`config.mk`:
```
export PLATFORM = sky130hd
export DESIGN_NAME = smbs_sequencer
export DESIGN_NICKNAME = d
export VERILOG_FILES = /design/src/shared/smbs_pkg.sv /design/src/verilog/smbs_sequencer.sv
export SDC_FILE = /design/constraint.sdc
export NUM_CORES = 1
export LEC_CHECK = 0
export ABC_AREA = 1
export BUFFER_PORTS_ARGS = -buffer_cell sky130_fd_sc_hd__buf_2
export CORE_MARGIN = 4
export CORE_UTILIZATION = 40
export DETAILED_ROUTE_END_ITERATION = 10
export PLACE_DENSITY = 0.57
export SYNTH_ARGS = -nofsm -noshare
export SYNTH_HDL_FRONTEND = slang
export SYNTH_SLANG_ARGS = --single-unit
```
`constraint.sdc`:
```
create_clock -name CLK -period 2.39 [get_ports CLK]
set_input_delay 0.5975 -clock CLK [delete_from_list [all_inputs] [get_ports CLK]]
set_output_delay 0.5975 -clock CLK [all_outputs]
set_load 0.03 [all_outputs]
```
`src/shared/smbs_pkg.sv`:
```
// package of constants for the mode and burst sequencer
package smbs_pkg;
    // ********************************************************
    // configuration word layout
    // ********************************************************
    localparam int CFG_W        = 12;              // width of configuration word
    localparam int BL_LSB       = 0;               // burst length field low bit
    localparam int ORDER_BIT    = 3;               // burst order bit
    localparam int LAT_LSB      = 4;               // read latency field low bit
    localparam int OPM_LSB      = 7;               // op mode low bit position
    localparam int SWR_BIT      = 9;               // single write select position
    localparam logic [11:0] CFG_RESET = 12'h000;   // word is unknown at power-up; zero chosen
    // ********************************************************
    // encodings
    // ********************************************************
    localparam logic [2:0] BL_1    = 3'h0;         // burst of one
    localparam logic [2:0] BL_2    = 3'h1;         // burst of two
    localparam logic [2:0] BL_4    = 3'h2;         // burst of four
    localparam logic [2:0] BL_8    = 3'h3;         // burst of eight
    localparam logic [2:0] BL_PAGE = 3'h7;         // full page
    localparam logic [2:0] LAT_2   = 3'h2;         // read latency two
    localparam logic [2:0] LAT_3   = 3'h3;         // read latency three
    localparam int COL_W           = 10;           // column address width
    localparam logic [10:0] PAGE_LEN = 11'h400;    // 1,024 columns per row
    // ********************************************************
    // command codes {ras_n, cas_n, we_n} with chip select low
    // ********************************************************
    localparam logic [2:0] CMD_MODE  = 3'h0;       // mode set
    localparam logic [2:0] CMD_READ  = 3'h5;       // read
    localparam logic [2:0] CMD_WRITE = 3'h4;       // write
    localparam logic [2:0] CMD_STOP  = 3'h6;       // burst stop
endpackage : smbs_pkg

```
`src/verilog/smbs_sequencer.sv`:
```
// mode register, burst column sequencer and read latency timing
//
// Behaviour
// RL1 - configuration held until next mode set
// RL2 - decode length, order, latency, mode, write
// RL3 - controller drives address twelve low
// RL4 - mode set only when banks idle
// RL5 - lengths 1,2,4,8 and sequential full page
// RL6 - full page runs until burst stop
// RL7 - wrap inside aligned block of length
// RL8 - full page wraps over 1,024 columns
// RL9 - sequential offset is start plus k
// RL10 - interleaved offset is start xor k
// RL11 - length one uses all bits, ignores order
// RL12 - drive at n+m-1, data valid n+m
// RL13 - controller picks latency for frequency
// RL14 - zero op mode is normal operation
// RL15 - single write select makes writes single
// RL16 - controller avoids reserved encodings
// RL17 - deselected: no new commands, bursts continue
// RL18 - mode set: strobes low, word on address
// RL19 - chip select high means deselect
`timescale 1ns/1ps
module smbs_sequencer
(
    input  wire logic        CLK,          // system clock, 40 MHz
    input  wire logic        RST_N,        // asynchronous reset, active low
    input  wire logic        CS_N,         // chip select, active low
    input  wire logic        RAS_N,        // row strobe, active low
    input  wire logic        CAS_N,        // column strobe, active low
    input  wire logic        WE_N,         // write enable, active low
    input  wire logic [12:0] ADDR,         // address; bit 12 ignored
    output logic      [9:0]  COL_ADDR,     // column being accessed
    output logic             COL_VALID,    // column access this cycle
    output logic             COL_WRITE,    // access is a write
    output logic             DQ_OE,        // data outputs driving
    output logic             DQ_VALID,     // first/next read data valid
    output logic      [11:0] CFG_WORD,     // stored configuration word
    output logic             NORMAL_MODE   // op mode field is zero
);
    // ********************************************************
    // command decode
    // ********************************************************
    logic        sel;                       // chip selected this edge
    logic        cmd_mode;                  // mode set command
    logic        cmd_read;                  // read command
    logic        cmd_write;                 // write command
    logic        cmd_stop;                  // burst stop command
    // deselect masks every new command, whatever the other pins say
    assign sel       = !CS_N;                                          // RL19
    assign cmd_mode  = sel && ({RAS_N, CAS_N, WE_N} == smbs_pkg::CMD_MODE);  // RL18
    assign cmd_read  = sel && ({RAS_N, CAS_N, WE_N} == smbs_pkg::CMD_READ);  // RL17
    assign cmd_write = sel && ({RAS_N, CAS_N, WE_N} == smbs_pkg::CMD_WRITE); // RL17
    assign cmd_stop  = sel && ({RAS_N, CAS_N, WE_N} == smbs_pkg::CMD_STOP);  // RL6

    // ********************************************************
    // configuration register
    // ********************************************************
    logic [11:0] cfg_reg;                   // burst_and_latency_config
    // bit 12 of the address is dropped: it is undefined in the word
    always_ff @(posedge CLK or negedge RST_N)
    begin
        if (!RST_N)
            cfg_reg <= smbs_pkg::CFG_RESET;
        else if (cmd_mode)
            cfg_reg <= ADDR[11:0];                                     // RL1 RL3
    end

    logic [2:0] burst_length_field;        // length code
    logic       burst_order_bit;           // 1 = interleaved
    logic [2:0] read_latency_field;        // latency code
    logic       single_write_select;       // writes single location
    assign burst_length_field  = cfg_reg[smbs_pkg::BL_LSB +: 3];       // RL2
    assign burst_order_bit     = cfg_reg[smbs_pkg::ORDER_BIT];         // RL2
    assign read_latency_field  = cfg_reg[smbs_pkg::LAT_LSB +: 3];      // RL2
    assign single_write_select = cfg_reg[smbs_pkg::SWR_BIT];           // RL2

    // ********************************************************
    // burst length decode
    // ********************************************************
    // reserved codes fall back to one access; behaviour there is undefined
    function automatic logic [10:0] smbs_len(input logic [2:0] code);
        unique case (code)
            smbs_pkg::BL_2:    smbs_len = 11'h002;
            smbs_pkg::BL_4:    smbs_len = 11'h004;
            smbs_pkg::BL_8:    smbs_len = 11'h008;
            smbs_pkg::BL_PAGE: smbs_len = smbs_pkg::PAGE_LEN;          // RL5 RL8
            default:           smbs_len = 11'h001;                     // RL5 RL16
        endcase
    endfunction : smbs_len

    // ********************************************************
    // burst state
    // ********************************************************
    logic [9:0]  start_reg;                 // starting column
    logic [10:0] k_reg;                     // access index within burst
    logic [10:0] len_reg;                   // length of this burst
    logic        page_reg;                  // burst is full page
    logic        inter_reg;                 // interleaved ordering
    logic        active_reg;                // burst under way
    logic        wr_reg;                    // burst is a write
    logic [10:0] new_len;                   // length for new command
    // a write with single write select set is one location only
    assign new_len = (cmd_write && single_write_select) ? 11'h001      // RL15
                   : smbs_len(burst_length_field);

    // ********************************************************
    // column generation
    // ********************************************************
    function automatic logic [9:0] smbs_col(input logic [9:0] st, input logic [10:0] k,
                                             input logic [10:0] len, input logic il);
        logic [9:0] msk;
        logic [9:0] off;
        msk = 10'h000;
        off = 10'h000;
        msk = len[9:0] - 10'h001;           // page length gives all ones
        if (len == 11'h001)
            smbs_col = st;                                             // RL11
        else
        begin
            if (il)
                off = (st & msk) ^ (k[9:0] & msk);                     // RL10
            else
                off = ((st & msk) + k[9:0]) & msk;                     // RL9 RL7 RL8
            smbs_col = (st & ~msk) | off;                              // RL7
        end
    endfunction : smbs_col

    // new commands start here; running bursts continue while deselected
    always_ff @(posedge CLK or negedge RST_N)
    begin
        if (!RST_N)
        begin
            start_reg  <= 10'h000;
            k_reg      <= 11'h000;
            len_reg    <= 11'h001;
            page_reg   <= 1'b0;
            inter_reg  <= 1'b0;
            active_reg <= 1'b0;
            wr_reg     <= 1'b0;
        end
        else if (cmd_read || cmd_write)
        begin
            start_reg  <= ADDR[9:0];
            k_reg      <= 11'h000;
            len_reg    <= new_len;
            page_reg   <= (new_len == smbs_pkg::PAGE_LEN);
            // interleave is not offered for full page bursts
            inter_reg  <= burst_order_bit && (new_len != smbs_pkg::PAGE_LEN); // RL5
            active_reg <= 1'b1;
            wr_reg     <= cmd_write;
        end
        else if (cmd_stop)
            active_reg <= 1'b0;                                        // RL6
        else if (active_reg)
        begin
            if (page_reg)
                k_reg <= 11'((k_reg + 11'h001) & 11'h3ff);             // RL6 RL8
            else if (k_reg + 11'h001 >= len_reg)
                active_reg <= 1'b0;                                    // RL17
            else
                k_reg <= k_reg + 11'h001;
        end
    end

    // column outputs registered one edge after the index
    always_ff @(posedge CLK or negedge RST_N)
    begin
        if (!RST_N)
        begin
            COL_ADDR  <= 10'h000;
            COL_VALID <= 1'b0;
            COL_WRITE <= 1'b0;
        end
        else
        begin
            COL_ADDR  <= smbs_col(start_reg, k_reg, len_reg, inter_reg);
            COL_VALID <= active_reg && !cmd_stop;
            COL_WRITE <= wr_reg;
        end
    end

    // ********************************************************
    // read latency pipeline
    // ********************************************************
    logic [2:0] rd_pipe;                    // read-slot history
    logic       rd_slot;                    // read column issued
    assign rd_slot = (cmd_read || (active_reg && !wr_reg && !cmd_stop &&
                     !cmd_write && !(k_reg + 11'h001 >= len_reg && !page_reg)));
    // slot at edge n shows output enable after n+m-1, valid after n+m
    always_ff @(posedge CLK or negedge RST_N)
    begin
        if (!RST_N)
        begin
            rd_pipe  <= 3'h0;
            DQ_OE    <= 1'b0;
            DQ_VALID <= 1'b0;
        end
        else
        begin
            rd_pipe  <= {rd_pipe[1:0], rd_slot};
            if (read_latency_field == smbs_pkg::LAT_3)
            begin
                DQ_OE    <= rd_pipe[1];                                // RL12
                DQ_VALID <= rd_pipe[2];                                // RL12
            end
            else
            begin
                DQ_OE    <= rd_pipe[0];                                // RL12
                DQ_VALID <= rd_pipe[1];                                // RL12
            end
        end
    end

    // ********************************************************
    // status outputs
    // ********************************************************
    always_ff @(posedge CLK or negedge RST_N)
    begin
        if (!RST_N)
        begin
            CFG_WORD    <= smbs_pkg::CFG_RESET;
            NORMAL_MODE <= 1'b1;
        end
        else
        begin
            CFG_WORD    <= cfg_reg;
            NORMAL_MODE <= (cfg_reg[smbs_pkg::OPM_LSB +: 2] == 2'h0);  // RL14
        end
    end

    // ********************************************************
    // checks
    // ********************************************************
    config_hold_a: assert property (@(posedge CLK) disable iff (!RST_N) // RL1
        !cmd_mode |=> $stable(cfg_reg)) else $error("config changed without mode set");
    config_load_a: assert property (@(posedge CLK) disable iff (!RST_N) // RL18
        cmd_mode |=> cfg_reg == $past(ADDR[11:0])) else $error("config not loaded");
    // a deselected edge may load neither the start column nor the word
    deselect_ignore_a: assert property (@(posedge CLK) disable iff (!RST_N) // RL17 RL19
        CS_N |=> $stable(start_reg) && $stable(cfg_reg))
        else $error("command taken deselected");
    single_write_a: assert property (@(posedge CLK) disable iff (!RST_N) // RL15
        cmd_write && single_write_select |=> len_reg == 11'h001) else $error("write not single");
    first_col_a: assert property (@(posedge CLK) disable iff (!RST_N) // RL9
        (cmd_read || cmd_write) |=> ##1 COL_VALID && COL_ADDR == $past(ADDR[9:0], 2))
        else $error("first column wrong");
    latency_two_a: assert property (@(posedge CLK) disable iff (!RST_N) // RL12
        cmd_read && read_latency_field == smbs_pkg::LAT_2 && $stable(cfg_reg)
        |=> ##1 DQ_OE ##1 DQ_VALID) else $error("latency two timing");
    // output enable is seen one edge after n+2, valid data one edge after n+3
    latency_three_a: assert property (@(posedge CLK) disable iff (!RST_N) // RL12
        cmd_read && read_latency_field == smbs_pkg::LAT_3 && !cmd_mode
        |=> !cmd_mode [*2] ##1 DQ_OE ##1 DQ_VALID) else $error("latency three timing");
    stop_ends_a: assert property (@(posedge CLK) disable iff (!RST_N) // RL6
        cmd_stop |=> !active_reg ##1 !COL_VALID) else $error("stop ignored");
    normal_flag_a: assert property (@(posedge CLK) disable iff (!RST_N) // RL14
        ##1 NORMAL_MODE == ($past(cfg_reg[8:7]) == 2'h0)) else $error("mode flag wrong");
endmodule : smbs_sequencer
```
# [Yosys cells after proc, flatten, opt, wreduce, memory -nomap -nowiden]
# Cells that the tools add are included.
[word_totals] ff_bits=78 out_inout_bits=27 wordCells=81 inputBits=19
[op_classes] eq_ne=13 muxes=17 n_reduce_logical=24 bitwise=7 n_lt_le_gt_ge=1 add_sub_neg=3
[op_table] operator="two-way mux 11 bit" count=6
[op_table] operator="case mux 11 bit (4 select lines)" count=1
[op_table] operator="bitwise AND 10 bit" count=4
[op_table] operator="two-way mux 10 bit" count=3
[op_table] operator="== test 3 bit, second input constant" count=4
[op_table] operator="logical AND 1 bit" count=12
[op_table] operator="adder 11 x 1 -> 11 bit, second input constant" count=1
[op_table] operator="== test 11 x 1 -> 1 bit, second input constant" count=1
[op_table] operator="== test 11 bit, second input constant" count=1
[op_table] operator=">= comparator 11 bit" count=1
[op_table] operator="!= test 11 bit, second input constant" count=1
[op_table] operator="adder 10 bit" count=1
[op_table] operator="NOT 10 bit" count=1
[op_table] operator="OR 10 bit" count=1
[op_table] operator="subtractor 10 x 1 -> 10 bit, second input constant" count=1
[op_table] operator="bitwise XOR 10 bit" count=1
[op_table] operator="== test 3 x 2 -> 1 bit, second input constant" count=3
[op_table] operator="two-way mux 1 bit" count=7
[op_table] operator="zero test 1 bit" count=6
[op_table] operator="== test 3 x 1 -> 1 bit, second input constant" count=1
[op_table] operator="zero test 3 bit" count=1
[op_table] operator="!= test 3 bit, second input constant" count=1
[op_table] operator="AND reduction 3 bit" count=1
[op_table] operator="zero test 2 bit" count=1
[op_table] operator="3 further kinds" count=4

# [Depth between registers and ports, before layout]
# Gate-level depths: netlist of the first run.
[depth] depth_word=8 ltp_mapped=18 mapped_depth_nobuf=17

# [Worst setup path after synthesis of the first run]
# OpenSTA, ideal clock, no wires.
[synth_timing] kind="flip-flop to flip-flop" from="register len_reg[0]" to="register COL_ADDR[5]" period_less_slack_ns=2.256 required_time_ns=2.270 setup_ns=0.120 t_arrival_ns=2.136 setup_slack_ns=0.134 n_path_buf=0 stages_incl_launch_ff=13 cell_sequence="dfstp_2 -> inv_1 -> ha_1 -> xnor2_1 -> nor2_1 -> ha_1 -> a21oi_1 -> nand2_1 -> a21oi_1 -> xor2_1 -> o22ai_1 -> nand2_1 -> nand2_1"
[synth_between] elab_chain_len=8 elab_cells_between_ends=13 classes_between="add/sub (2); eq/ne (1); mux (3); bitwise (7)"
[synth_lines] element="start, declared" line="smbs_sequencer.sv:97" rtl="logic [10:0] len_reg;"
[synth_lines] element="start signal, assigned" line="smbs_sequencer.sv:146" rtl="len_reg <= new_len;"
[synth_lines] element="subtractor 10 x 1 -> 10 bit" line="smbs_sequencer.sv:116" rtl="msk = len[9:0] - 10'h001;"
[synth_lines] element="bitwise AND 10 bit" line="smbs_sequencer.sv:122, smbs_sequencer.sv:124"
[synth_lines] element="adder 10 bit" line="smbs_sequencer.sv:124" rtl="off = ((st & msk) + k[9:0]) & msk;"
[synth_lines] element="bitwise AND 10 bit" line="smbs_sequencer.sv:124"
[synth_lines] element="two-way mux 10 bit" line="smbs_sequencer.sv:121" rtl="if (il)"
[synth_lines] element="two-way mux 10 bit" line="smbs_sequencer.sv:117" rtl="if (len == 11'h001)"
[synth_lines] element="OR 10 bit" line="smbs_sequencer.sv:125" rtl="smbs_col = (st & ~msk) | off;"
[synth_lines] element="two-way mux 10 bit *" line="smbs_sequencer.sv:117"
[synth_lines] element="end signal, assigned" line="smbs_sequencer.sv:177" rtl="COL_ADDR <= smbs_col(start_reg, k_reg, len_reg, inter_reg);"
[synth_lines] element="end, declared" line="smbs_sequencer.sv:33" rtl="output logic [9:0] COL_ADDR,"
# Every way passes the cells marked *; elsewhere a longest branch is shown, timed or not. The select of a mux whose other input is x is not followed.
# A chain may end at the register's enable or synchronous reset.

# [Worst setup path after layout of the first run]
[layout_timing] from="register len_reg[0]" to="register COL_ADDR[9]"
# Same word-level chain as after synthesis.

==> results of run 1 <==
worst reg2reg max path, stage by stage, from the launching register on:
cell     delay (ps)
dfstp_2         580
inv_2            70
ha_4            180
nand2_4          90
nor2_1           50
ha_1            340
buf_4           160
a31oi_2         200
and3_1          190
nand2_1          50
nand3_1          60
nand2_1          60
nand2_1          50
nand2_1          60
power by group through the flow:
stage / clock (uW) / combinational (uW) / sequential, uW
floorplan: 0 / 1180 / 2010
global placement: 0 / 2000 / 1760
detailed placement: 0 / 2030 / 1770
CTS: 1250 / 2080 / 1750
global route: 1300 / 2610 / 1810
finish: 1220 / 2310 / 1760
worst min path at each step:
stage / startpoint / to / slack, ps / depth (start not counted)
3_3_place_gp: cfg_reg[11] / CFG_WORD[11] / 350 / 0
3_5_place_dp: cfg_reg[11] / CFG_WORD[11] / 360 / 0
5_1_grt: RST_N / CFG_WORD[8] / 210 / 1
4_1_cts: RST_N / CFG_WORD[1] / 190 / 1
2_1_floorplan: RST_N / CFG_WORD[0] / 300 / 0
6_report: RST_N / cfg_reg[8] / 180 / 1
cell usage after synthesis, types with 2 or more instances:
master and n:
nand3_1 32, inv_1 55, nand2_1 119, nor3_1 2
mux2_2 7, xor2_1 8, nor2_1 43, nor2_2 4
a21oi_1 22, clkbuf_1 7, nand2_2 4, dfstp_2 2
nand4_1 3, o21ai_0 31, a31oi_1 2, o211ai_1 2
nor2_4 2, o22ai_1 3, xnor2_1 5, dfrtp_1 70
nand3b_1 2, ha_1 19
stage by stage:
step,total power [uW],TNS [ps]
finish,5290,0
global route,5730,-537
CTS,5080,0
detailed placement,3800,-20.0
global placement,3760,0
floorplan,3190,0
logic make-up after synthesis:
group                      Yosys count  synth area share
AOI/OAI and AO/OA                   66            0.0951
xor gates and xnor gates            13            0.0301
adders and majority gates           20            0.0680
buffers and inverters               66            0.0687
DFF                                 72             0.476
muxes                                7            0.0208
and+or+nand+nor                    214             0.241
repair_timing:
item,CTS,global route
buffers inserted,3,3
hold buffers,0,0
setup endpoints to repair,2,21
gates cloned,0,1
pin swaps,3,16
gates resized for setup,4,36
layout make-up:
class | instances | area (sq um) | share of cell area
multi-input cells | 320 | 1860 | 0.396
inverters | 56 | 210 | 0.0447
repair buffers | 67 | 415 | 0.0883
well taps | 129 | 161 | 0.0343
clock buffers | 9 | 124 | 0.0263
flip-flops and latches | 72 | 1810 | 0.384
clock inverters | 7 | 126 | 0.0269
layer usage:
layer  wire, um  GRT usage
met4        126     0.0562
met3        400     0.0337
met2       4280      0.279
met1       4140      0.231
met5          0          0
==> flow_summary.json, run 1 <==
{
  "status": "completed",
  "clkSlewWorstSetupHoldPaths_ps": 80,
  "maxCapViolations": 0,
  "rsz0062_at_grt": "true",
  "tritoncts": "done",
  "crit_start": "len_reg[0]",
  "layout_common_cells": "nand2_1 (113), dfrtp_1 (69), inv_1 (53), buf_2 (43), nor2_1 (39)",
  "cpPeakStageDelay_ps": 580,
  "gp_congestion": 0.861,
  "grt_pass1_wl_mm": 15.4,
  "async_reset_ff_frac": 1.00,
  "p_leak_uw": 0.00243,
  "n_antenna_cell": 0,
  "fin_nets": 565,
  "clk_latency_ps": 350,
  "period_needed_ps": 2260,
  "utilization": 0.509,
  "fmax_mhz": 442,
  "clock-root-buffer": "clkbuf_8",
  "worst_pin_slew_ps": 686,
  "powerDensity_nw_per_um2": 1130,
  "die_x_um": 105,
  "coreArea_sq_um": 9240,
  "dp_slack_ps": -20.0,
  "synth_cells": 458,
  "ys_warn_count": 0,
  "critPathTopFamily": "simple AND/OR/NAND/NOR gates",
  "clk_path_buf_depth": 2,
  "comb_power_share": 0.437,
  "layout_commonest_cell": "nand2_1",
  "final_area_sq_um": 4710,
  "synth_edf_count": 0,
  "grt_pass1_vias": 3150,
  "synth_area_leader_cell": "dfrtp_1",
  "synth_top_area_share": 0.462,
  "start_util": 0.410,
  "dieHeight_um": 105,
  "syn_area_sq_um": 3790,
  "cts_made_buffers": 9,
  "grt_overflow": 0,
  "drt-initial-drc-count": 112,
  "period_share": 0.946,
  "arrival_ps": 2500,
  "timing.rr.end": "COL_ADDR[9]",
  "rr_startpoint": "len_reg[0]",
  "viasPerCell": 4.82,
  "track_usage": 0.172,
  "critPathCaptureType": "flop",
  "ant_nets": 0,
  "syn_nets": 497,
  "place_inst": 637,
  "rows": 35,
  "switching_share": 0.410,
  "cp_slowest_cell": "dfstp_2",
  "crit_path_end": "COL_ADDR[9]",
  "synthTopCellsByArea": "dfrtp_1 (46%), nand2_1 (12%), ha_1 (6.3%), inv_1 (5.4%), nor2_1 (4.3%)",
  "crit_chain": "inv_2 -> ha_4 -> nand2_4 -> nor2_1 -> ha_1 -> buf_4 -> a31oi_2 -> and3_1 -> nand2_1 -> nand3_1 -> nand2_1 -> nand2_1 -> nand2_1",
  "power_frac_seq": 0.332,
  "ir_drop_mv": 0.508,
  "rrSetupSlack_ps": 130,
  "synth-main-ff-cell": "dfrtp_1",
  "cts.sinks": 72,
  "wl_per_cell_um": 13.5,
  "critPathLaunchType": "flop",
  "clock_power_share": 0.231,
  "ys_ff_latch": 72,
  "antenna_found_initial": 0,
  "routed_wl_mm": 8.94,
  "hpwl_mm": 6.43,
  "vias": 3184,
  "whs_ps": 180,
  "relSlewSlack": 0.542,
  "p_int_uw": 3120,
  "worst_slack_ps": 129,
  "finalHoldViolations": 0,
  "cp_max_fo": 4,
  "cp_common_cell": "nand2_1",
  "cp_num_buf_inv": 2,
  "seq_area_frac_synth": 0.476,
  "power.switching_uw": 2170,
  "fill_cells": 874,
  "report.final.slew_viol_count": 0,
  "skew_ps": 4.81,
  "reg2regPathDepth": 13,
  "drive_gt1_frac": 0.247,
  "worstSetupPathDepth": 13,
  "path_class": "flop to flop",
  "syn_area_per_cell_sq_um": 8.27,
  "portBuffers": 44,
  "h-tree-depth": 3,
  "yosysUniqueCellTypes": 36,
  "grt_max_degree": 40,
  "drc": 0,
  "place_area_sq_um": 4260,
  "hp-class": "primary input to async pin",
  "syn_to_final_growth_pct": 24.2,
  "io_pins": 46,
  "finalSetupViolCount": 0,
  "drtPass1Iterations": 4,
  "die_area_sq_um": 11100,
  "final_cell_count_no_fill": 660,
  "required_ps": 2630
}
Note: power is estimated with default switching activity, not from simulation.
==> run 2, diff against run 1 <==
- CORE_ASPECT_RATIO: unset -> 1.75
- PLACE_DENSITY: 0.57 -> 0.54
- clock period: 2.39 -> 2.3 ns (I/O delays scaled with it)
==> run 2 against run 1 <==
Effect of this change: utilization up 3.7 points; critical path depth decreased by 1; register-to-register slack got worse by 60 ps; die area rose by 0.56%; maximum frequency is 1.5% higher; final area increased by 6.2%; setup slack worse by 57 ps; clock power is 25% higher; sequential power up 3%; critical endpoint is now COL_ADDR[6]; largest cell class unchanged.
==> flow_summary.json, run 2 (synthesized netlist as in run 1, its figures left out) <==
{
  "rr_startpoint": "len_reg[0]",
  "grt_pass1_vias": 3271,
  "clock_power_share": 0.254,
  "cp_max_fo": 4,
  "layout_common_cells": "nand2_1 (108), dfrtp_1 (70), inv_1 (54), buf_2 (43), nor2_1 (39)",
  "period_needed_ps": 2230,
  "relSlewSlack": 0.482,
  "vias": 3271,
  "tritoncts": "done",
  "grt_overflow": 0,
  "skew_ps": 4.44,
  "drt-initial-drc-count": 157,
  "rrSetupSlack_ps": 70,
  "h-tree-depth": 3,
  "cts_made_buffers": 9,
  "final_cell_count_no_fill": 671,
  "fmax_mhz": 449,
  "hp-class": "primary input to async pin",
  "maxCapViolations": 0,
  "required_ps": 2510,
  "power_frac_seq": 0.300,
  "path_class": "flop to flop",
  "die_x_um": 81.6,
  "hpwl_mm": 7.28,
  "place_inst": 647,
  "clock-root-buffer": "clkbuf_16",
  "coreArea_sq_um": 9150,
  "routed_wl_mm": 9.88,
  "timing.rr.end": "COL_ADDR[6]",
  "viasPerCell": 4.87,
  "critPathCaptureType": "flop",
  "portBuffers": 44,
  "gp_congestion": 0.868,
  "io_pins": 46,
  "dp_slack_ps": -95.8,
  "fin_tns_setup_ps": 0,
  "clk_path_buf_depth": 2,
  "syn_to_final_growth_pct": 31.9,
  "track_usage": 0.190,
  "dieHeight_um": 137,
  "report.final.slew_viol_count": 0,
  "worst_pin_slew_ps": 778,
  "start_util": 0.414,
  "drive_gt1_frac": 0.296,
  "rows": 46,
  "fin_nets": 585,
  "ant_nets": 0,
  "drtPass1Iterations": 4,
  "grt_max_degree": 73,
  "die_area_sq_um": 11200,
  "switching_share": 0.397,
  "finalHoldViolations": 0,
  "clk_latency_ps": 330,
  "layout_commonest_cell": "nand2_1",
  "utilization": 0.546,
  "p_int_uw": 3640,
  "critPathLaunchType": "flop",
  "drc": 0,
  "rsz0062_at_grt": "true",
  "cts-hold-fix-buffers": 0,
  "comb_power_share": 0.447,
  "clkSlewWorstSetupHoldPaths_ps": 60,
  "p_leak_uw": 0.00256,
  "arrival_ps": 2440,
  "power.switching_uw": 2390,
  "period_share": 0.969,
  "ir_drop_mv": 0.769,
  "finalSetupViolCount": 0,
  "wl_per_cell_um": 14.7,
  "powerDensity_nw_per_um2": 1210,
  "status": "completed",
  "grt_pass1_wl_mm": 15.9,
  "n_antenna_cell": 0,
  "reg2regPathDepth": 12,
  "antenna_found_initial": 0,
  "cts.sinks": 72,
  "worst_slack_ps": 72.1
}
## run 2: cell types whose count changed in the layout (fill, tap and decap cells not counted), sizes merged
cell | before | now
buf | 67 | 86
inv | 59 | 56
clkinv | 0 | 2
bufinv | 3 | 2
clkbuf | 9 | 10
clkinvlp | 1 | 2
nand2 | 123 | 124
## run 2: repair_timing
item / 4_1_cts / 5_1_grt
gates cloned: 0 / 2
gates resized for setup: 13 / 39
buffers inserted: 3 / 3
pin swaps: 13 / 20
setup endpoints to repair: 6 / 19
## run 2: power by group through the flow
stage / sequential, uW / combinational [uW] / clock, uW
global route: 1860 / 2980 / 1620
finish: 1810 / 2690 / 1530
floorplan: 2090 / 1230 / 0
global placement: 1820 / 2280 / 0
CTS: 1810 / 2400 / 1570
detailed placement: 1820 / 2320 / 0
## run 2: worst max-delay path, stage by stage (launching register included)
cell,delay [ps]
dfstp_2,540
buf_6,90
nor3_2,30
ha_1,320
nor2_2,140
ha_4,230
a21oi_2,130
nand2_2,80
a21oi_2,150
xor2_1,180
nand2_1,70
nand2_1,60
o21ai_1,70
## run 2: worst max-delay path by stage
stage,from,to,slack (ps)
after floorplan,len_reg[0],COL_ADDR[5],40
after detailed placement,len_reg[0],COL_ADDR[5],-100
after CTS,len_reg[0],COL_ADDR[8],-8
after global placement,len_reg[0],COL_ADDR[5],-80
final,len_reg[0],COL_ADDR[6],70
after global routing,len_reg[0],COL_ADDR[6],-80
## run 2: final cells by class
type,instances,area [sq um]
Tap cell,120,150
Fill cell,861,4150
Sequential cell,72,1800
Timing Repair Buffer,86,569
Inverter,56,210
Multi-Input combinational cell,321,1930
Clock buffer,10,239
Clock inverter,6,92.6
## run 2: metrics by stage
| step | area (sq um) | hold slack (ps) | power (uW) |
|---|---|---|---|
| finish | 5000 | 221 | 6030 |
| global route | 5000 | 257 | 6460 |
| CTS | 4780 | 262 | 5770 |
| detailed placement | 4390 | 360 | 4150 |
| global placement | 4390 | 353 | 4090 |
| floorplan | 3790 | 279 | 3320 |
## run 2: per-layer routing
| metal | routed length [um] | part of all wire | GRT usage | vias to the layer above |
|---|---|---|---|---|
| met2 | 5530 | 0.56 | 0.349 | 60 |
| met5 | 0 | 0 | 0 | - |
| li1 | - | - | - | 1646 |
| met3 | 310 | 0.031 | 0.0349 | 18 |
| met4 | 199 | 0.020 | 0.0730 | 0 |
| met1 | 3840 | 0.39 | 0.212 | 1547 |
==> run 3, diff against run 2 <==
- BUFFER_PORTS_ARGS: -buffer_cell sky130_fd_sc_hd__buf_2 -> -buffer_cell sky130_fd_sc_hd__clkbuf_2
==> run 3 against run 2 <==
Effect of this change: register-to-register slack lost 70 ps; setup slack got worse by 70 ps; non-clock buffer count decreased by 1; worst hold slack got worse by 42 ps; final area fell by 0.33%; clock power rose by 13%; sequential power about the same; count of clock-buffer cells in the layout rose by 1; total power is 1.7% higher; critical endpoint is now COL_ADDR[8]; highest routed layer unchanged.
==> flow_summary.json, run 3 (synthesized netlist as in run 1, its figures left out) <==
{
  "status": "completed",
  "rsz0062_at_grt": "true",
  "grt_max_degree": 42,
  "fin_nets": 583,
  "syn_to_final_growth_pct": 31.5,
  "h-tree-depth": 3,
  "portBuffers": 44,
  "grt_pass1_vias": 3253,
  "cts_made_buffers": 9,
  "drc": 0,
  "clock-root-buffer": "clkbuf_16",
  "rrSetupSlack_ps": 2,
  "antenna_found_initial": 0,
  "clk_latency_ps": 330,
  "final_cell_count_no_fill": 669,
  "die_area_sq_um": 11200,
  "layout_common_cells": "nand2_1 (112), dfrtp_1 (69), inv_1 (55), nor2_1 (43), clkbuf_2 (43)",
  "cp_num_buf_inv": 2,
  "viasPerCell": 4.88,
  "hp-class": "primary input to async pin",
  "layout_commonest_cell": "nand2_1",
  "dp_slack_ps": -109,
  "place_area_sq_um": 4380,
  "period_share": 0.999,
  "critPathTopFamily": "flip-flops",
  "cts-hold-fix-buffers": 0,
  "cts.sinks": 72,
  "critPathCaptureType": "flop",
  "fmax_mhz": 435,
  "cpPeakStageDelay_ps": 530,
  "regArea_sq_um": 1810,
  "finalSetupViolCount": 0,
  "worst_slack_ps": 2.17,
  "drt-initial-drc-count": 172,
  "grt_overflow": 0,
  "path_class": "flop to flop",
  "track_usage": 0.191,
  "finalHoldViolations": 0,
  "gp_congestion": 0.876,
  "io_pins": 46,
  "grt_pass1_wl_mm": 15.9,
  "cp_max_fo": 4,
  "ir_drop_mv": 0.692,
  "arrival_ps": 2500,
  "start_util": 0.414,
  "cp_slowest_cell": "dfstp_2",
  "coreArea_sq_um": 9150,
  "place_inst": 646,
  "drive_gt1_frac": 0.271,
  "final_area_sq_um": 4980,
  "multiInputGateArea_sq_um": 1890,
  "wl_per_cell_um": 14.5,
  "worst_pin_slew_ps": 698,
  "whs_ps": 178,
  "cp_common_cell": "nand4_1",
  "maxCapViolations": 0,
  "clkSlewWorstSetupHoldPaths_ps": 60,
  "routed_wl_mm": 9.72,
  "relSlewSlack": 0.535,
  "skew_ps": 5.00,
  "hpwl_mm": 7.22,
  "fin_tns_setup_ps": 0,
  "rows": 46,
  "ant_nets": 0,
  "tritoncts": "done",
  "report.final.slew_viol_count": 0,
  "crit_chain": "inv_1 -> ha_4 -> xnor2_4 -> nor2_1 -> ha_1 -> buf_4 -> nand3_2 -> nand2_2 -> nand4_1 -> nand4_1 -> a21oi_1 -> o21ai_1 -> nand2_1 -> o21ai_0",
  "critPathLaunchType": "flop",
  "p_leak_uw": 0.00259,
  "die_x_um": 81.6,
  "fill_cells": 844,
  "dieHeight_um": 137,
  "required_ps": 2500,
  "period_needed_ps": 2300,
  "clk_path_buf_depth": 2,
  "powerDensity_nw_per_um2": 1230,
  "drtPass1Iterations": 4,
  "vias": 3265,
  "n_antenna_cell": 0
}
[run 3: final cells by class]
class,count,share of cell area
multi-input cells,320,0.379
flip-flops and latches,72,0.362
repair buffers,85,0.112
clock buffers,11,0.0487
inverters,56,0.0422
well taps,120,0.0301
clock inverters,5,0.0259
[run 3: repair_timing]
action                                 4_1_cts  5_1_grt
gates resized for setup                     18       23
setup endpoints to repair                    7       20
pin swaps                                   12       14
endpoints found under the hold margin        0        0
gates cloned                                 0        1
buffers inserted                             3        3
[run 3: layer usage]
metal | global-route usage | vias to the layer above | share of wire
li1 | - | 1636 | -
met1 | 0.217 | 1527 | 0.38
met2 | 0.343 | 82 | 0.55
met3 | 0.0362 | 20 | 0.043
met4 | 0.0795 | 0 | 0.029
met5 | 0 | - | 0
[run 3: path summary, 6_finish.rpt]
path,start,endpoint,cells after the start
setup / recovery,len_reg[0],COL_ADDR[8],14
hold reg to reg,cfg_reg[10],CFG_WORD[10],0
min in group CLK,cfg_reg[10],CFG_WORD[10],0
hold / removal,RST_N,COL_ADDR[7],1
max in group asynchronous,RST_N,k_reg[3],2
setup reg to reg,len_reg[0],COL_ADDR[8],14
[run 3: power breakdown]
part / internal [uW] / switching [uW] / total, uW
clock: 1200 / 529 / 1730
sequential: 1610 / 216 / 1830
combinational: 997 / 1580 / 2580
total: 3810 / 2330 / 6130
[run 3: worst register-to-register path: cells and delay by family, from the launching register on]
| kind | cells | cell delay [ps] |
|---|---|---|
| flip-flops | 1 | 530 |
| adder cells (fa/ha/maj) | 2 | 530 |
| XOR/XNOR | 1 | 150 |
| AO/OA/AOI/OAI | 3 | 290 |
| buffers and inverters | 2 | 240 |
| AND/OR/NAND/NOR | 6 | 440 |
[run 3: stage by stage]
step	util	power, uW
2_1_floorplan	-	3320
3_3_place_gp	0.479	4080
3_5_place_dp	0.479	4120
4_1_cts	0.529	5970
5_1_grt	0.544	6550
6_report	0.544	6130
